==> src/rtl/mcver_pkg.sv <==
// Behaviour
// - opcode 37 stores value field as handler address for interrupt number in type
// - redefining a vector for the same interrupt overwrites the old address
// - enable-interrupt with number 255 turns on interrupt processing globally
// - opcode 38 ends the handler and resumes interrupted program flow
// - return restores saved accumulator, X register, flags and program counter
// - opcodes 64..71 are user functions replying status 100, user value
// - opcode 138 gives immediate reply and later extra reply on target reached
// - position-reached request is accepted only as a direct host command
// - request value is a motor bit mask, bit n selects motor n
// - type 0 arms a message only for the next move-to-position command
// - type 1 arms a message for every following move-to-position command
// - immediate reply: status 64h, command 8Ah, mask in low byte, upper bytes zero
// - extra reply: status 80h, command 8Ah, mask in low value byte
package mcver_pkg;
  localparam logic [7:0] OP_MVP_C    = 8'h04;
  localparam logic [7:0] OP_EIRQ_C   = 8'h19;
  localparam logic [7:0] OP_DEFINE_IRQ_VECTOR_C   = 8'h25;
  localparam logic [7:0] OP_RETURN_FROM_IRQ_C   = 8'h26;
  localparam logic [7:0] OP_UF_LO_C  = 8'h40;
  localparam logic [7:0] OP_UF_HI_C  = 8'h47;
  localparam logic [7:0] OP_PREQ_C   = 8'h8a;
  localparam logic [7:0] ST_OK_C     = 8'h64;
  localparam logic [7:0] ST_EVT_C    = 8'h80;
  localparam logic [7:0] ST_CHK_C    = 8'h01;
  localparam logic [7:0] ST_BADCMD_C = 8'h02;
  localparam logic [7:0] IRQ_ALL_C   = 8'hff;
  localparam int         FRAME_LEN_C = 9;
  localparam logic [7:0] MOD_ADDR_C  = 8'h01;
  localparam logic [7:0] HOST_ADDR_C = 8'h02;
  // register byte offsets on the lite bus
  localparam logic [7:0] RA_CTRL_C   = 8'h00;
  localparam logic [7:0] RA_STAT_C   = 8'h04;
  localparam logic [7:0] RA_MASK_C   = 8'h08;
  localparam logic [7:0] RA_ACC_C    = 8'h0c;
  localparam logic [7:0] RA_X_C      = 8'h10;
  localparam logic [7:0] RA_PC_C     = 8'h14;
  localparam logic [7:0] RA_FLAG_C   = 8'h18;
  localparam logic [7:0] RA_UFV_C    = 8'h1c;
  localparam logic [1:0] RESP_OK_C   = 2'b00;
  localparam logic [1:0] RESP_ERR_C  = 2'b10;
  localparam int         NUM_IRQ_C   = 16;
endpackage

==> src/rtl/mcver_mem_if.sv <==
`timescale 1ns/1ps
interface mcver_mem_if #(parameter int AW = 4, parameter int DW = 24);
  logic          we;
  logic [AW-1:0] waddr;
  logic [DW-1:0] wdata;
  logic [AW-1:0] raddr;
  logic [DW-1:0] rdata;
  modport ctl (output we, output waddr, output wdata, output raddr, input rdata);
  modport mem (input we, input waddr, input wdata, input raddr, output rdata);
endinterface

==> src/rtl/mcver_vecmem.sv <==
`timescale 1ns/1ps
module mcver_vecmem #(
  parameter int DEPTH = 16
) (
  input  wire logic clk_i,
  input  wire logic ce_i,
  mcver_mem_if.mem  bus
);
  logic [23:0] mem [DEPTH];
  logic [23:0] rd;
  always_ff @(posedge clk_i) begin
    if (ce_i) begin
      if (bus.we) begin
        mem[bus.waddr] <= bus.wdata;
      end
      rd <= mem[bus.raddr];
    end
  end
  assign bus.rdata = rd;
endmodule

==> src/rtl/mcver_csum.sv <==
`timescale 1ns/1ps
module mcver_csum (
  input  wire logic       clk_i,
  input  wire logic       rstn_i,
  input  wire logic       ce_i,
  input  wire logic       clr_i,
  input  wire logic       add_i,
  input  wire logic [7:0] byte_i,
  output logic      [7:0] sum_o
);
  always_ff @(posedge clk_i or negedge rstn_i) begin
    if (!rstn_i) begin
      sum_o <= 8'h00;
    end else if (ce_i) begin
      if (clr_i) begin
        sum_o <= 8'h00;
      end else if (add_i) begin
        sum_o <= sum_o + byte_i;
      end
    end
  end
endmodule

==> src/rtl/mcver_top.sv <==
`timescale 1ns/1ps
module mcver_top #(
  parameter int NUM_MOTORS = 3
) (
  input  wire logic        CLK_I,
  input  wire logic        RSTN_I,
  input  wire logic        CE_I,
  input  wire logic        RX_VALID_I,
  input  wire logic [7:0]  RX_BYTE_I,
  output logic             TX_VALID_O,
  output logic      [7:0]  TX_BYTE_O,
  input  wire logic        TX_READY_I,
  input  wire logic [NUM_MOTORS-1:0] REACHED_I,
  output logic             IRQ_GLOBAL_O,
  input  wire logic [31:0] S_AXI_AWADDR,
  input  wire logic        S_AXI_AWVALID,
  output logic             S_AXI_AWREADY,
  input  wire logic [31:0] S_AXI_WDATA,
  input  wire logic [3:0]  S_AXI_WSTRB,
  input  wire logic        S_AXI_WVALID,
  output logic             S_AXI_WREADY,
  output logic      [1:0]  S_AXI_BRESP,
  output logic             S_AXI_BVALID,
  input  wire logic        S_AXI_BREADY,
  input  wire logic [31:0] S_AXI_ARADDR,
  input  wire logic        S_AXI_ARVALID,
  output logic             S_AXI_ARREADY,
  output logic      [31:0] S_AXI_RDATA,
  output logic      [1:0]  S_AXI_RRESP,
  output logic             S_AXI_RVALID,
  input  wire logic        S_AXI_RREADY
);
  typedef enum {S_RX, S_EXEC, S_WAITV, S_TX} mcver_st_t;
  typedef struct packed {
    mcver_st_t   st;
    logic [3:0]  rx_cnt;
    logic [63:0] rx_buf;
    logic [3:0]  tx_cnt;
    logic [63:0] tx_buf;
    logic        tx_valid;
    logic [7:0]  tx_byte;
    logic        evt_pend;
    logic        arm_once;
    logic        arm_all;
    logic [7:0]  mask;
    logic [7:0]  watch;
    logic        irq_glob;
    logic        in_irq;
    logic        prog_mode;
    logic [31:0] acc;
    logic [31:0] xreg;
    logic [3:0]  flags;
    logic [23:0] pc;
    logic [31:0] sv_acc;
    logic [31:0] sv_x;
    logic [3:0]  sv_flags;
    logic [23:0] sv_pc;
    logic [31:0] uf_val;
    logic        irq_take;
    logic [3:0]  irq_num;
    logic        aw_ok;
    logic        w_ok;
    logic [7:0]  aw_a;
    logic [31:0] w_d;
    logic        bvalid;
    logic        rvalid;
    logic [31:0] rdata;
    logic [1:0]  rresp;
    logic [1:0]  bresp;
    logic        aw_rdy;
    logic        w_rdy;
    logic        ar_rdy;
  } mcver_state_t;

  mcver_state_t s, next_s;
  logic [7:0] csum;
  logic       cs_clr, cs_add;
  mcver_mem_if #(.AW(4), .DW(24)) vif ();

  mcver_csum u_csum (
    .clk_i  (CLK_I),
    .rstn_i (RSTN_I),
    .ce_i   (CE_I),
    .clr_i  (cs_clr),
    .add_i  (cs_add),
    .byte_i (RX_BYTE_I),
    .sum_o  (csum)
  );
  mcver_vecmem #(.DEPTH(mcver_pkg::NUM_IRQ_C)) u_vec (
    .clk_i (CLK_I),
    .ce_i  (CE_I),
    .bus   (vif.mem)
  );

  function automatic logic is_uf(input logic [7:0] op);
    return op >= mcver_pkg::OP_UF_LO_C && op <= mcver_pkg::OP_UF_HI_C;
  endfunction
  function automatic logic [63:0] reply(input logic [7:0] st, input logic [7:0] cmd, input logic [31:0] v);
    return {mcver_pkg::HOST_ADDR_C, mcver_pkg::MOD_ADDR_C, st, cmd, v};
  endfunction

  logic [7:0] op, typ;
  logic [31:0] val;
  assign op  = s.rx_buf[55:48];
  assign typ = s.rx_buf[47:40];
  assign val = s.rx_buf[31:0];
  logic [7:0] reached_m;
  assign reached_m = 8'(REACHED_I);

  always_comb begin
    next_s = s;
    cs_clr = 1'b0;
    cs_add = 1'b0;
    vif.we = 1'b0;
    vif.waddr = typ[3:0];
    vif.wdata = val[23:0];
    vif.raddr = s.irq_num;
    case (s.st)
      S_RX: begin
        if (RX_VALID_I) begin
          if (s.rx_cnt == 4'(mcver_pkg::FRAME_LEN_C - 1)) begin
            next_s.rx_cnt = 4'h0;
            cs_clr = 1'b1;
            if (csum == RX_BYTE_I) begin
              next_s.st = S_EXEC;
            end else begin
              next_s.tx_buf = reply(mcver_pkg::ST_CHK_C, op, 32'h0);
              next_s.st = S_TX;
            end
          end else begin
            cs_add = 1'b1;
            next_s.rx_buf = {s.rx_buf[55:0], RX_BYTE_I};
            next_s.rx_cnt = s.rx_cnt + 4'h1;
          end
        end else if (s.evt_pend && s.watch != 8'h00 && (s.watch & ~reached_m) == 8'h00) begin
          next_s.evt_pend = 1'b0;
          next_s.tx_buf = reply(mcver_pkg::ST_EVT_C, mcver_pkg::OP_PREQ_C, {24'h0, s.watch});
          next_s.st = S_TX;
        end else if (s.irq_take && !s.in_irq && s.irq_glob) begin
          next_s.irq_take = 1'b0;
          next_s.st = S_WAITV;
        end
      end
      S_EXEC: begin
        next_s.st = S_TX;
        next_s.tx_buf = reply(mcver_pkg::ST_OK_C, op, 32'h0);
        if (op == mcver_pkg::OP_DEFINE_IRQ_VECTOR_C) begin
          vif.we = 1'b1;
        end else if (op == mcver_pkg::OP_RETURN_FROM_IRQ_C) begin
          if (s.in_irq) begin
            next_s.acc = s.sv_acc;
            next_s.xreg = s.sv_x;
            next_s.flags = s.sv_flags;
            next_s.pc = s.sv_pc;
            next_s.in_irq = 1'b0;
          end
        end else if (op == mcver_pkg::OP_EIRQ_C && typ == mcver_pkg::IRQ_ALL_C) begin
          next_s.irq_glob = 1'b1;
        end else if (is_uf(op)) begin
          next_s.tx_buf = reply(mcver_pkg::ST_OK_C, op, s.uf_val);
        end else if (op == mcver_pkg::OP_PREQ_C) begin
          if (s.prog_mode) begin
            next_s.tx_buf = reply(mcver_pkg::ST_BADCMD_C, op, 32'h0);
          end else begin
            next_s.mask = val[7:0];
            next_s.arm_once = (typ == 8'h00);
            next_s.arm_all = (typ == 8'h01);
            next_s.tx_buf = reply(mcver_pkg::ST_OK_C, op, {24'h0, val[7:0]});
          end
        end else if (op == mcver_pkg::OP_MVP_C && (s.arm_once || s.arm_all)) begin
          next_s.watch = s.mask;
          next_s.evt_pend = 1'b1;
          next_s.arm_once = 1'b0;
        end
      end
      S_WAITV: begin
        next_s.sv_acc = s.acc;
        next_s.sv_x = s.xreg;
        next_s.sv_flags = s.flags;
        next_s.sv_pc = s.pc;
        next_s.pc = vif.rdata;
        next_s.in_irq = 1'b1;
        next_s.st = S_RX;
      end
      S_TX: begin
        if (!s.tx_valid || TX_READY_I) begin
          if (s.tx_cnt == 4'(mcver_pkg::FRAME_LEN_C)) begin
            next_s.tx_valid = 1'b0;
            next_s.tx_cnt = 4'h0;
            next_s.st = S_RX;
          end else if (s.tx_cnt == 4'(mcver_pkg::FRAME_LEN_C - 1)) begin
            next_s.tx_valid = 1'b1;
            next_s.tx_byte = s.tx_buf[63:56] + s.tx_buf[55:48] + s.tx_buf[47:40] + s.tx_buf[39:32]
                           + s.tx_buf[31:24] + s.tx_buf[23:16] + s.tx_buf[15:8] + s.tx_buf[7:0];
            next_s.tx_cnt = s.tx_cnt + 4'h1;
          end else begin
            next_s.tx_valid = 1'b1;
            next_s.tx_byte = s.tx_buf[63:56];
            next_s.tx_buf = {s.tx_buf[55:0], s.tx_buf[63:56]};
            next_s.tx_cnt = s.tx_cnt + 4'h1;
          end
        end
      end
      default: next_s.st = S_RX;
    endcase
    // lite slave: write
    if (S_AXI_AWVALID && !s.aw_ok && !s.bvalid) begin
      next_s.aw_ok = 1'b1;
      next_s.aw_a = S_AXI_AWADDR[7:0];
    end
    if (S_AXI_WVALID && !s.w_ok && !s.bvalid) begin
      next_s.w_ok = 1'b1;
      next_s.w_d = S_AXI_WDATA;
    end
    if (s.aw_ok && s.w_ok) begin
      next_s.aw_ok = 1'b0;
      next_s.w_ok = 1'b0;
      next_s.bvalid = 1'b1;
      next_s.bresp = mcver_pkg::RESP_OK_C;
      case (s.aw_a)
        mcver_pkg::RA_CTRL_C: begin
          next_s.prog_mode = s.w_d[0];
          if (s.w_d[1]) begin
            next_s.irq_take = 1'b1;
            next_s.irq_num = s.w_d[11:8];
          end
        end
        mcver_pkg::RA_ACC_C:  next_s.acc = s.w_d;
        mcver_pkg::RA_X_C:    next_s.xreg = s.w_d;
        mcver_pkg::RA_PC_C:   next_s.pc = s.w_d[23:0];
        mcver_pkg::RA_FLAG_C: next_s.flags = s.w_d[3:0];
        mcver_pkg::RA_UFV_C:  next_s.uf_val = s.w_d;
        default: next_s.bresp = mcver_pkg::RESP_ERR_C;
      endcase
    end
    if (s.bvalid && S_AXI_BREADY) begin
      next_s.bvalid = 1'b0;
    end
    // lite slave: read
    if (S_AXI_ARVALID && !s.rvalid) begin
      next_s.rvalid = 1'b1;
      next_s.rresp = mcver_pkg::RESP_OK_C;
      case (S_AXI_ARADDR[7:0])
        mcver_pkg::RA_CTRL_C: next_s.rdata = {31'h0, s.prog_mode};
        mcver_pkg::RA_STAT_C: next_s.rdata = {27'h0, s.evt_pend, s.arm_all, s.arm_once, s.in_irq, s.irq_glob};
        mcver_pkg::RA_MASK_C: next_s.rdata = {16'h0, s.watch, s.mask};
        mcver_pkg::RA_ACC_C:  next_s.rdata = s.acc;
        mcver_pkg::RA_X_C:    next_s.rdata = s.xreg;
        mcver_pkg::RA_PC_C:   next_s.rdata = {8'h0, s.pc};
        mcver_pkg::RA_FLAG_C: next_s.rdata = {28'h0, s.flags};
        mcver_pkg::RA_UFV_C:  next_s.rdata = s.uf_val;
        default: begin
          next_s.rdata = 32'h0;
          next_s.rresp = mcver_pkg::RESP_ERR_C;
        end
      endcase
    end else if (s.rvalid && S_AXI_RREADY) begin
      next_s.rvalid = 1'b0;
    end
    // readies are registered copies of the next idle state
    next_s.aw_rdy = !next_s.aw_ok && !next_s.bvalid;
    next_s.w_rdy  = !next_s.w_ok && !next_s.bvalid;
    next_s.ar_rdy = !next_s.rvalid;
  end

  always_ff @(posedge CLK_I or negedge RSTN_I) begin
    if (!RSTN_I) begin
      s <= '0;
      s.aw_rdy <= 1'b1;
      s.w_rdy  <= 1'b1;
      s.ar_rdy <= 1'b1;
    end else if (CE_I) begin
      s <= next_s;
    end
  end

  assign TX_VALID_O    = s.tx_valid;
  assign TX_BYTE_O     = s.tx_byte;
  assign IRQ_GLOBAL_O  = s.irq_glob;
  assign S_AXI_AWREADY = s.aw_rdy;
  assign S_AXI_WREADY  = s.w_rdy;
  assign S_AXI_BVALID  = s.bvalid;
  assign S_AXI_BRESP   = s.bresp;
  assign S_AXI_ARREADY = s.ar_rdy;
  assign S_AXI_RVALID  = s.rvalid;
  assign S_AXI_RDATA   = s.rdata;
  assign S_AXI_RRESP   = s.rresp;

  property p_irq_global;
    @(posedge CLK_I) disable iff (!RSTN_I)
      (CE_I && s.st == S_EXEC && op == mcver_pkg::OP_EIRQ_C && typ == mcver_pkg::IRQ_ALL_C) |=> s.irq_glob;
  endproperty
  a_irq_global: assert property (p_irq_global) else $error("global enable not set");
  property p_return_from_irq;
    @(posedge CLK_I) disable iff (!RSTN_I)
      (CE_I && s.st == S_EXEC && op == mcver_pkg::OP_RETURN_FROM_IRQ_C && s.in_irq) |=> (!s.in_irq && s.acc == $past(s.sv_acc));
  endproperty
  a_return_from_irq: assert property (p_return_from_irq) else $error("return did not restore");
  property p_once;
    @(posedge CLK_I) disable iff (!RSTN_I)
      (CE_I && s.st == S_EXEC && op == mcver_pkg::OP_MVP_C && s.arm_once) |=> (!s.arm_once && s.evt_pend);
  endproperty
  a_once: assert property (p_once) else $error("single arm not consumed");
  property p_direct_only;
    @(posedge CLK_I) disable iff (!RSTN_I)
      (CE_I && s.st == S_EXEC && op == mcver_pkg::OP_PREQ_C && s.prog_mode) |=> $stable(s.mask);
  endproperty
  a_direct_only: assert property (p_direct_only) else $error("request taken in program mode");
  property p_evt_reply;
    @(posedge CLK_I) disable iff (!RSTN_I)
      (s.st == S_TX && s.tx_cnt == 4'h0 && s.tx_buf[47:40] == mcver_pkg::ST_EVT_C)
        |-> (s.tx_buf[39:32] == mcver_pkg::OP_PREQ_C && s.tx_buf[31:0] == {24'h0, s.watch});
  endproperty
  a_evt_reply: assert property (p_evt_reply) else $error("event reply wrong command");
  property p_uf_reply;
    @(posedge CLK_I) disable iff (!RSTN_I)
      (CE_I && s.st == S_EXEC && is_uf(op))
        |=> (s.tx_buf[47:40] == mcver_pkg::ST_OK_C && s.tx_buf[31:0] == $past(s.uf_val));
  endproperty
  a_uf_reply: assert property (p_uf_reply) else $error("user function reply wrong");
endmodule

==> config.mk <==
export PLATFORM = sky130hd
export DESIGN_NAME = mcver_top
export DESIGN_NICKNAME = d
export VERILOG_FILES = /design/src/rtl/mcver_pkg.sv /design/src/rtl/mcver_mem_if.sv /design/src/rtl/mcver_vecmem.sv /design/src/rtl/mcver_csum.sv /design/src/rtl/mcver_top.sv
export SDC_FILE = /design/constraint.sdc
export NUM_CORES = 1
export LEC_CHECK = 0
export CELL_PAD_IN_SITES_DETAIL_PLACEMENT = 1
export CELL_PAD_IN_SITES_GLOBAL_PLACEMENT = 2
export CORE_MARGIN = 2
export CORE_UTILIZATION = 49
export DETAILED_ROUTE_END_ITERATION = 8
export DONT_BUFFER_PORTS = 1
export GPL_TIMING_DRIVEN = 0
export HOLD_SLACK_MARGIN = 0.06
export PLACE_DENSITY = 0.86
export RECOVER_POWER = 25
export SLEW_MARGIN = 20
export SYNTH_ARGS = -nofsm -noshare
export SYNTH_HDL_FRONTEND = slang
export SYNTH_SLANG_ARGS = --single-unit
==> constraint.sdc <==
create_clock -name CLK_I -period 6.85 [get_ports CLK_I]
set_input_delay 1.37 -clock CLK_I [delete_from_list [all_inputs] [get_ports CLK_I]]
set_output_delay 1.37 -clock CLK_I [all_outputs]
set_load 0.005 [all_outputs]
* After elaboration in Yosys (flattened, before gate mapping)
Memories as Yosys holds them, arrays and structs flattened. A register that Yosys moved wholly into a read port is not among the register bits.
Cells that the tools add are included.
** Storage, ports and cells
- Flip-flop bits (word level) :: 503
- Bits in writable memories :: 384
- Input port bits :: 121
- Memories kept :: 1
** Cells by class
- Add/sub/neg operators :: 10
- $lt $le $gt $ge :: 2
- Eq/ne operators :: 44
- Multiplexer cells :: 83
- Bitwise operators :: 10
- Reductions and logical operators :: 63
** Memory list
- u_vec.mem :: depth 16, width 24, read ports 1, clocked after memory_dff 1, write ports 1, line mcver_vecmem.sv:9 : logic [23:0] mem [DEPTH];
** Operator list (number)
- $mux 64 :: 6
- $mux 92 :: 4
- $mux 47 :: 6
- $mux 32 :: 8
- $pmux 32 s8 :: 1
- $pmux 64 s3 :: 1
- $pmux 32 s3 :: 1
- $mux 73 :: 1
- $eq 8x5->1 const B :: 9
- $mux 68 :: 1
- $add 8x8->8 :: 8
- $eq 32x2->1 const B :: 2
- $mux 8 :: 6
- $pmux 24 s2 :: 1
- $mux 19 :: 2
- $eq 32x1->1 const B :: 1
- $logic_not 32->1 :: 1
- $logic_not 8->1 :: 4
- $reduce_and 8->1 :: 4
- $mux 1 :: 28
- $ne 2x2->1 const B :: 14
- $eq 8x4->1 const B :: 3
- $mux 24 :: 1
- $mux 21 :: 1
- 35 further kinds :: 98

* Depth between registers and ports, before layout
- Word-level depth :: 12
- Mapped depth :: 15

* Modules after synthesis
A second synthesis with hierarchy kept.
** Second synthesis, totals
- Cells, all modules :: 2462
- Area total of the unflattened synthesis :: 37986.4 um2
** Modules (own cells, without submodules)
- mcver_top :: times used 1, cells an instance 1764, area each 22200.0 um2, seq. area each 11589.9 um2
- mcver_vecmem :: times used 1, cells an instance 637, area each 15175.8 um2, seq. area each 12251.8 um2
- mcver_csum :: times used 1, cells an instance 61, area each 610.6 um2, seq. area each 200.2 um2

* Worst setup path after synthesis
No wires, ideal clock.
- Kind :: input -> register
- Start point :: in CE_I
- End point :: mem u_vec.mem[8][0], enable pin
- Arrival time :: 3.890 ns
- Slack :: 2.525 ns
- Stages on the path :: 5
- Path buffers :: 1
- Cells stage by stage :: clkbuf_1 > nand4b_1 > nor3_1 > nand3b_1 > nor3_1
** Between the ends
- Word-level cells in the longest chain between the ends :: 2
** RTL lines
- start, declared :: line mcver_top.sv:7 : input wire logic CE_I,
- $mux 1 :: line mcver_vecmem.sv:12 : if (ce_i) begin
- $mux 1 (not written as such) :: line mcver_vecmem.sv:14 : mem[bus.waddr] <= bus.wdata;
- end, declared :: line mcver_vecmem.sv:9
Every way passes these cells.

* Worst setup path in the final report
- Start point :: reg s[360] (netlist name)
- End point :: reg s, in the netlist TX_BYTE_O[6]
** Between the ends
- Word-level cells in the longest chain between the ends :: 5
** RTL lines
- start, declared :: line mcver_top.sv:75 : mcver_state_t s, next_s;
- start signal, assigned :: line mcver_top.sv:273 : s <= next_s;
- $add 8x8->8 (4 in a row) :: line mcver_top.sv:194 : + s.tx_buf[31:24] + s.tx_buf[23:16] + s.tx_buf[15:8] + s.tx_buf[7:0];
- $mux 8 :: line mcver_top.sv:191 : end else if (s.tx_cnt == 4'(mcver_pkg::FRAME_LEN_C - 1)) begin
Every way passes these cells.
A chain may end at the register's enable or synchronous reset.

==> flow_metrics.tcl <==
set metrics [dict create \
    status "complete, but fails checks" \
    violations "slew limit" \
    postPlaceCellArea_um2 39400 \
    drt_drc_violations_left 0 \
    timing.reg2reg.worst_path_depth 15 \
    yosysUniqueCellTypes 70 \
    place_ws_ns 2.32 \
    ys_warn_count 0 \
    ys_seq_area_share_pct 64.0 \
    synthCells 2715 \
    cp.required_ns 7.40 \
    die-area_um2 78800 \
    cts.path.max_buffers 3 \
    relSlewSlack_pct -7.07 \
    antenna_left 0 \
    antenna_found_initial 14 \
    fin_worst_skew_ns 0.0238 \
    p_leak_nw 16.4 \
    cts_setup_buffers 0 \
    numCtsBuffers 92 \
    synthTopCellsByArea "edfxtp_1 33%, dfrtp_1 31%, mux4_2 7.2%" \
    synth-edff-count 408 \
    grt_max_degree 472 \
    postLayoutSetupSlackWorst_ns 2.43 \
    insertion_delay_ns 0.67 \
    portBuffers 0 \
    ctsHoldBuffers 0 \
    startpoint_type "flop" \
    met1_length_mm 46.1 \
    final-setup-viol-count 0 \
    power.density_nw_per_um2 472 \
    avgRoutedWirePerCell_um 29.5 \
    grt-ovfl-total 0 \
    synth_flop_cell "dfrtp_1" \
    final_cell_mix "468 x dfrtp_1, 408 x edfxtp_1, 301 x nand2_1, 173 x a21oi_1, 170 x mux2_2" \
    place_hpwl_mm 80.3 \
    grt_usage_pct 30.1 \
    p_int_mw 12.7 \
    p_sw_mw 7.29 \
    start_util_pct 49.4 \
    sw_frac_of_total_pct 36.4 \
    vias 24485 \
    htree_levels 3 \
    arrival_ns 4.96 \
    ys_seq_elements 879 \
    rows 101 \
    wl_met3_mm 6.91 \
    wl_mm 116 \
    path_max_fanout 3 \
    finalWeightedCongestion 0.908 \
    min_period_ns 4.42 \
    layout.nets 3021 \
    netlist.area_leader.share_pct 32.6 \
    end_kind "flop" \
    combPwrFrac_pct 34.8 \
    layout_commonest_cell "dfrtp_1" \
    cts_resized 0 \
    vias_per_cell 6.21 \
    p_seq_share_pct 40.4 \
    grt_pass1_vias 26104 \
    wl_met2_mm 57.5 \
    die_x_um 281 \
    avgSynthCellArea_um2 13.8 \
    finalHoldViolCount 0 \
    vdd_drop_max_mv 0.909 \
    synth_area_um2 37500 \
    async_flop_share_pct 53.6 \
    p_clk_share_pct 24.8 \
    cts_sinks 879 \
    clk_pin_slew_ns 0.06 \
    worstMarginPinSlew_ns 1.61 \
    fp.dieH_um 281 \
    clockRootBuffer "clkbuf_16" \
    drv_cap 0 \
    maxSlewViolCount 119 \
    min_path_type "input port to async pin" \
    grt_pass1_wl_mm 174 \
    areaGrowthSynthToFinish_pct 12.9 \
    rsz0062_at_grt "false" \
    drive_above_1_share_pct 19.1 \
    max_freq_mhz 226 \
    design.core.area_um2 75900 \
    nFillCells 7276 \
    top_layer "met5" \
    cts_tree "yes" \
    fin_crit_sh_pct 64.5 \
    yosysTopAreaCell "edfxtp_1" \
    dr.pass1.iters 9 \
    ios 172 \
    drt_iter0_drc 2210 \
    fin_area_um2 42400 \
    crit_type "flop to flop" \
]
-- power by group through the flow --
stage | combinational (mW) | sequential, mW | clock (mW)
2_1_floorplan | 5.18 | 7.48 | 0
3_3_place_gp | 6.65 | 8.02 | 0
3_5_place_dp | 6.87 | 8.14 | 0
4_1_cts | 6.99 | 8.04 | 5.00
5_1_grt | 7.71 | 8.19 | 5.19
6_report | 6.96 | 8.09 | 4.95
-- cells by family after synthesis --
logic type               share of synthesized area, %
flip-flops                                       64.0
AND/OR/NAND/NOR                                  7.08
AO/OA/AOI/OAI                                    8.82
multiplexers                                     13.0
buffers and inverters                            3.57
adder cells (fa/ha/maj)                          2.87
XOR/XNOR                                        0.657
other                                         0.00999
-- synthesized netlist by cell type, types with 21 or more instances --
library cell  count
a21o_1           21
a21oi_1         173
a221oi_1         33
a222oi_1         27
a22o_1           22
a22oi_1          51
buf_4            44
clkbuf_1        136
dfrtp_1         468
edfxtp_1        408
fa_1             40
ha_1             22
inv_1            91
mux2_2          170
mux4_2          120
nand2_1         301
nand3_1          53
nor2_1          168
o21ai_0          59
o22ai_1          95
-- per-layer routing --
| layer | vias to the layer above | track usage, % |
|---|---|---|
| li1 | 10282 | - |
| met1 | 12927 | 38.9 |
| met2 | 970 | 50.5 |
| met3 | 292 | 4.61 |
| met4 | 14 | 14.0 |
| met5 | - | 0 |
-- final timing paths --
path	end	slack (ns)	startpoint
min in group CLK_I	s[440]	0.48	s[440]
min	s[378]	0.42	RSTN_I
min reg2reg	s[440]	0.48	s[440]
max reg2reg	TX_BYTE_O[6]	2.43	s[360]
max in group asynchronous	s[54]	5.15	RSTN_I
max	TX_BYTE_O[6]	2.43	s[360]
-- registers in the layout, summed over array words and instances, names as in the netlist, 4 cells and up --
| signal | cells |
|---|---|
| TX_BYTE_O | 8 |
| op | 8 |
| u_vec.mem | 384 |
| u_vec.bus.rdata | 24 |
| s | 402 |
| S_AXI_RDATA | 32 |
| u_csum.sum_o | 8 |
| vif.raddr | 4 |
-- worst max-delay path, cell delays in order, from the launching register on --
cell     delay, ns
dfrtp_1       0.46
inv_1         0.09
fa_1          0.46
fa_1          0.51
inv_1         0.07
fa_1          0.53
inv_1         0.05
fa_1          0.48
inv_1         0.04
ha_1          0.21
fa_1          0.47
a21o_1        0.20
a21oi_1       0.17
xor2_1        0.19
o22ai_1       0.09
a32o_1        0.28
-- stage by stage --
| step | util [%] | TNS, ns | power [mW] | cells | hold slack [ns] |
|---|---|---|---|---|---|
| finish | 55.8 | 0 | 20.0 | 3944 | 0.416 |
| global route | 55.8 | 0 | 21.1 | 3942 | 0.392 |
| CTS | 55.8 | 0 | 20.0 | 3938 | 0.403 |
| detailed placement | 51.9 | 0 | 15.0 | 3773 | 0.460 |
| global placement | 51.1 | -8.65 | 14.7 | 3746 | 0.453 |
| floorplan | - | 0 | 12.7 | 2716 | 0.439 |
-- cell type report --
class,instances,area (um2),share of cell area (%)
Sequential cell,879,24000,56.7
Multi-Input combinational cell,1530,12300,29.0
Inverter,92,345,0.815
Timing Repair Buffer,28,444,1.05
Buffer,215,1000,2.36
Tap cell,1030,1290,3.04
Antenna cell,5,12.5,0.0295
Clock buffer,129,2570,6.07
Clock inverter,36,379,0.894
Note: power is estimated with default switching activity, not from simulation.
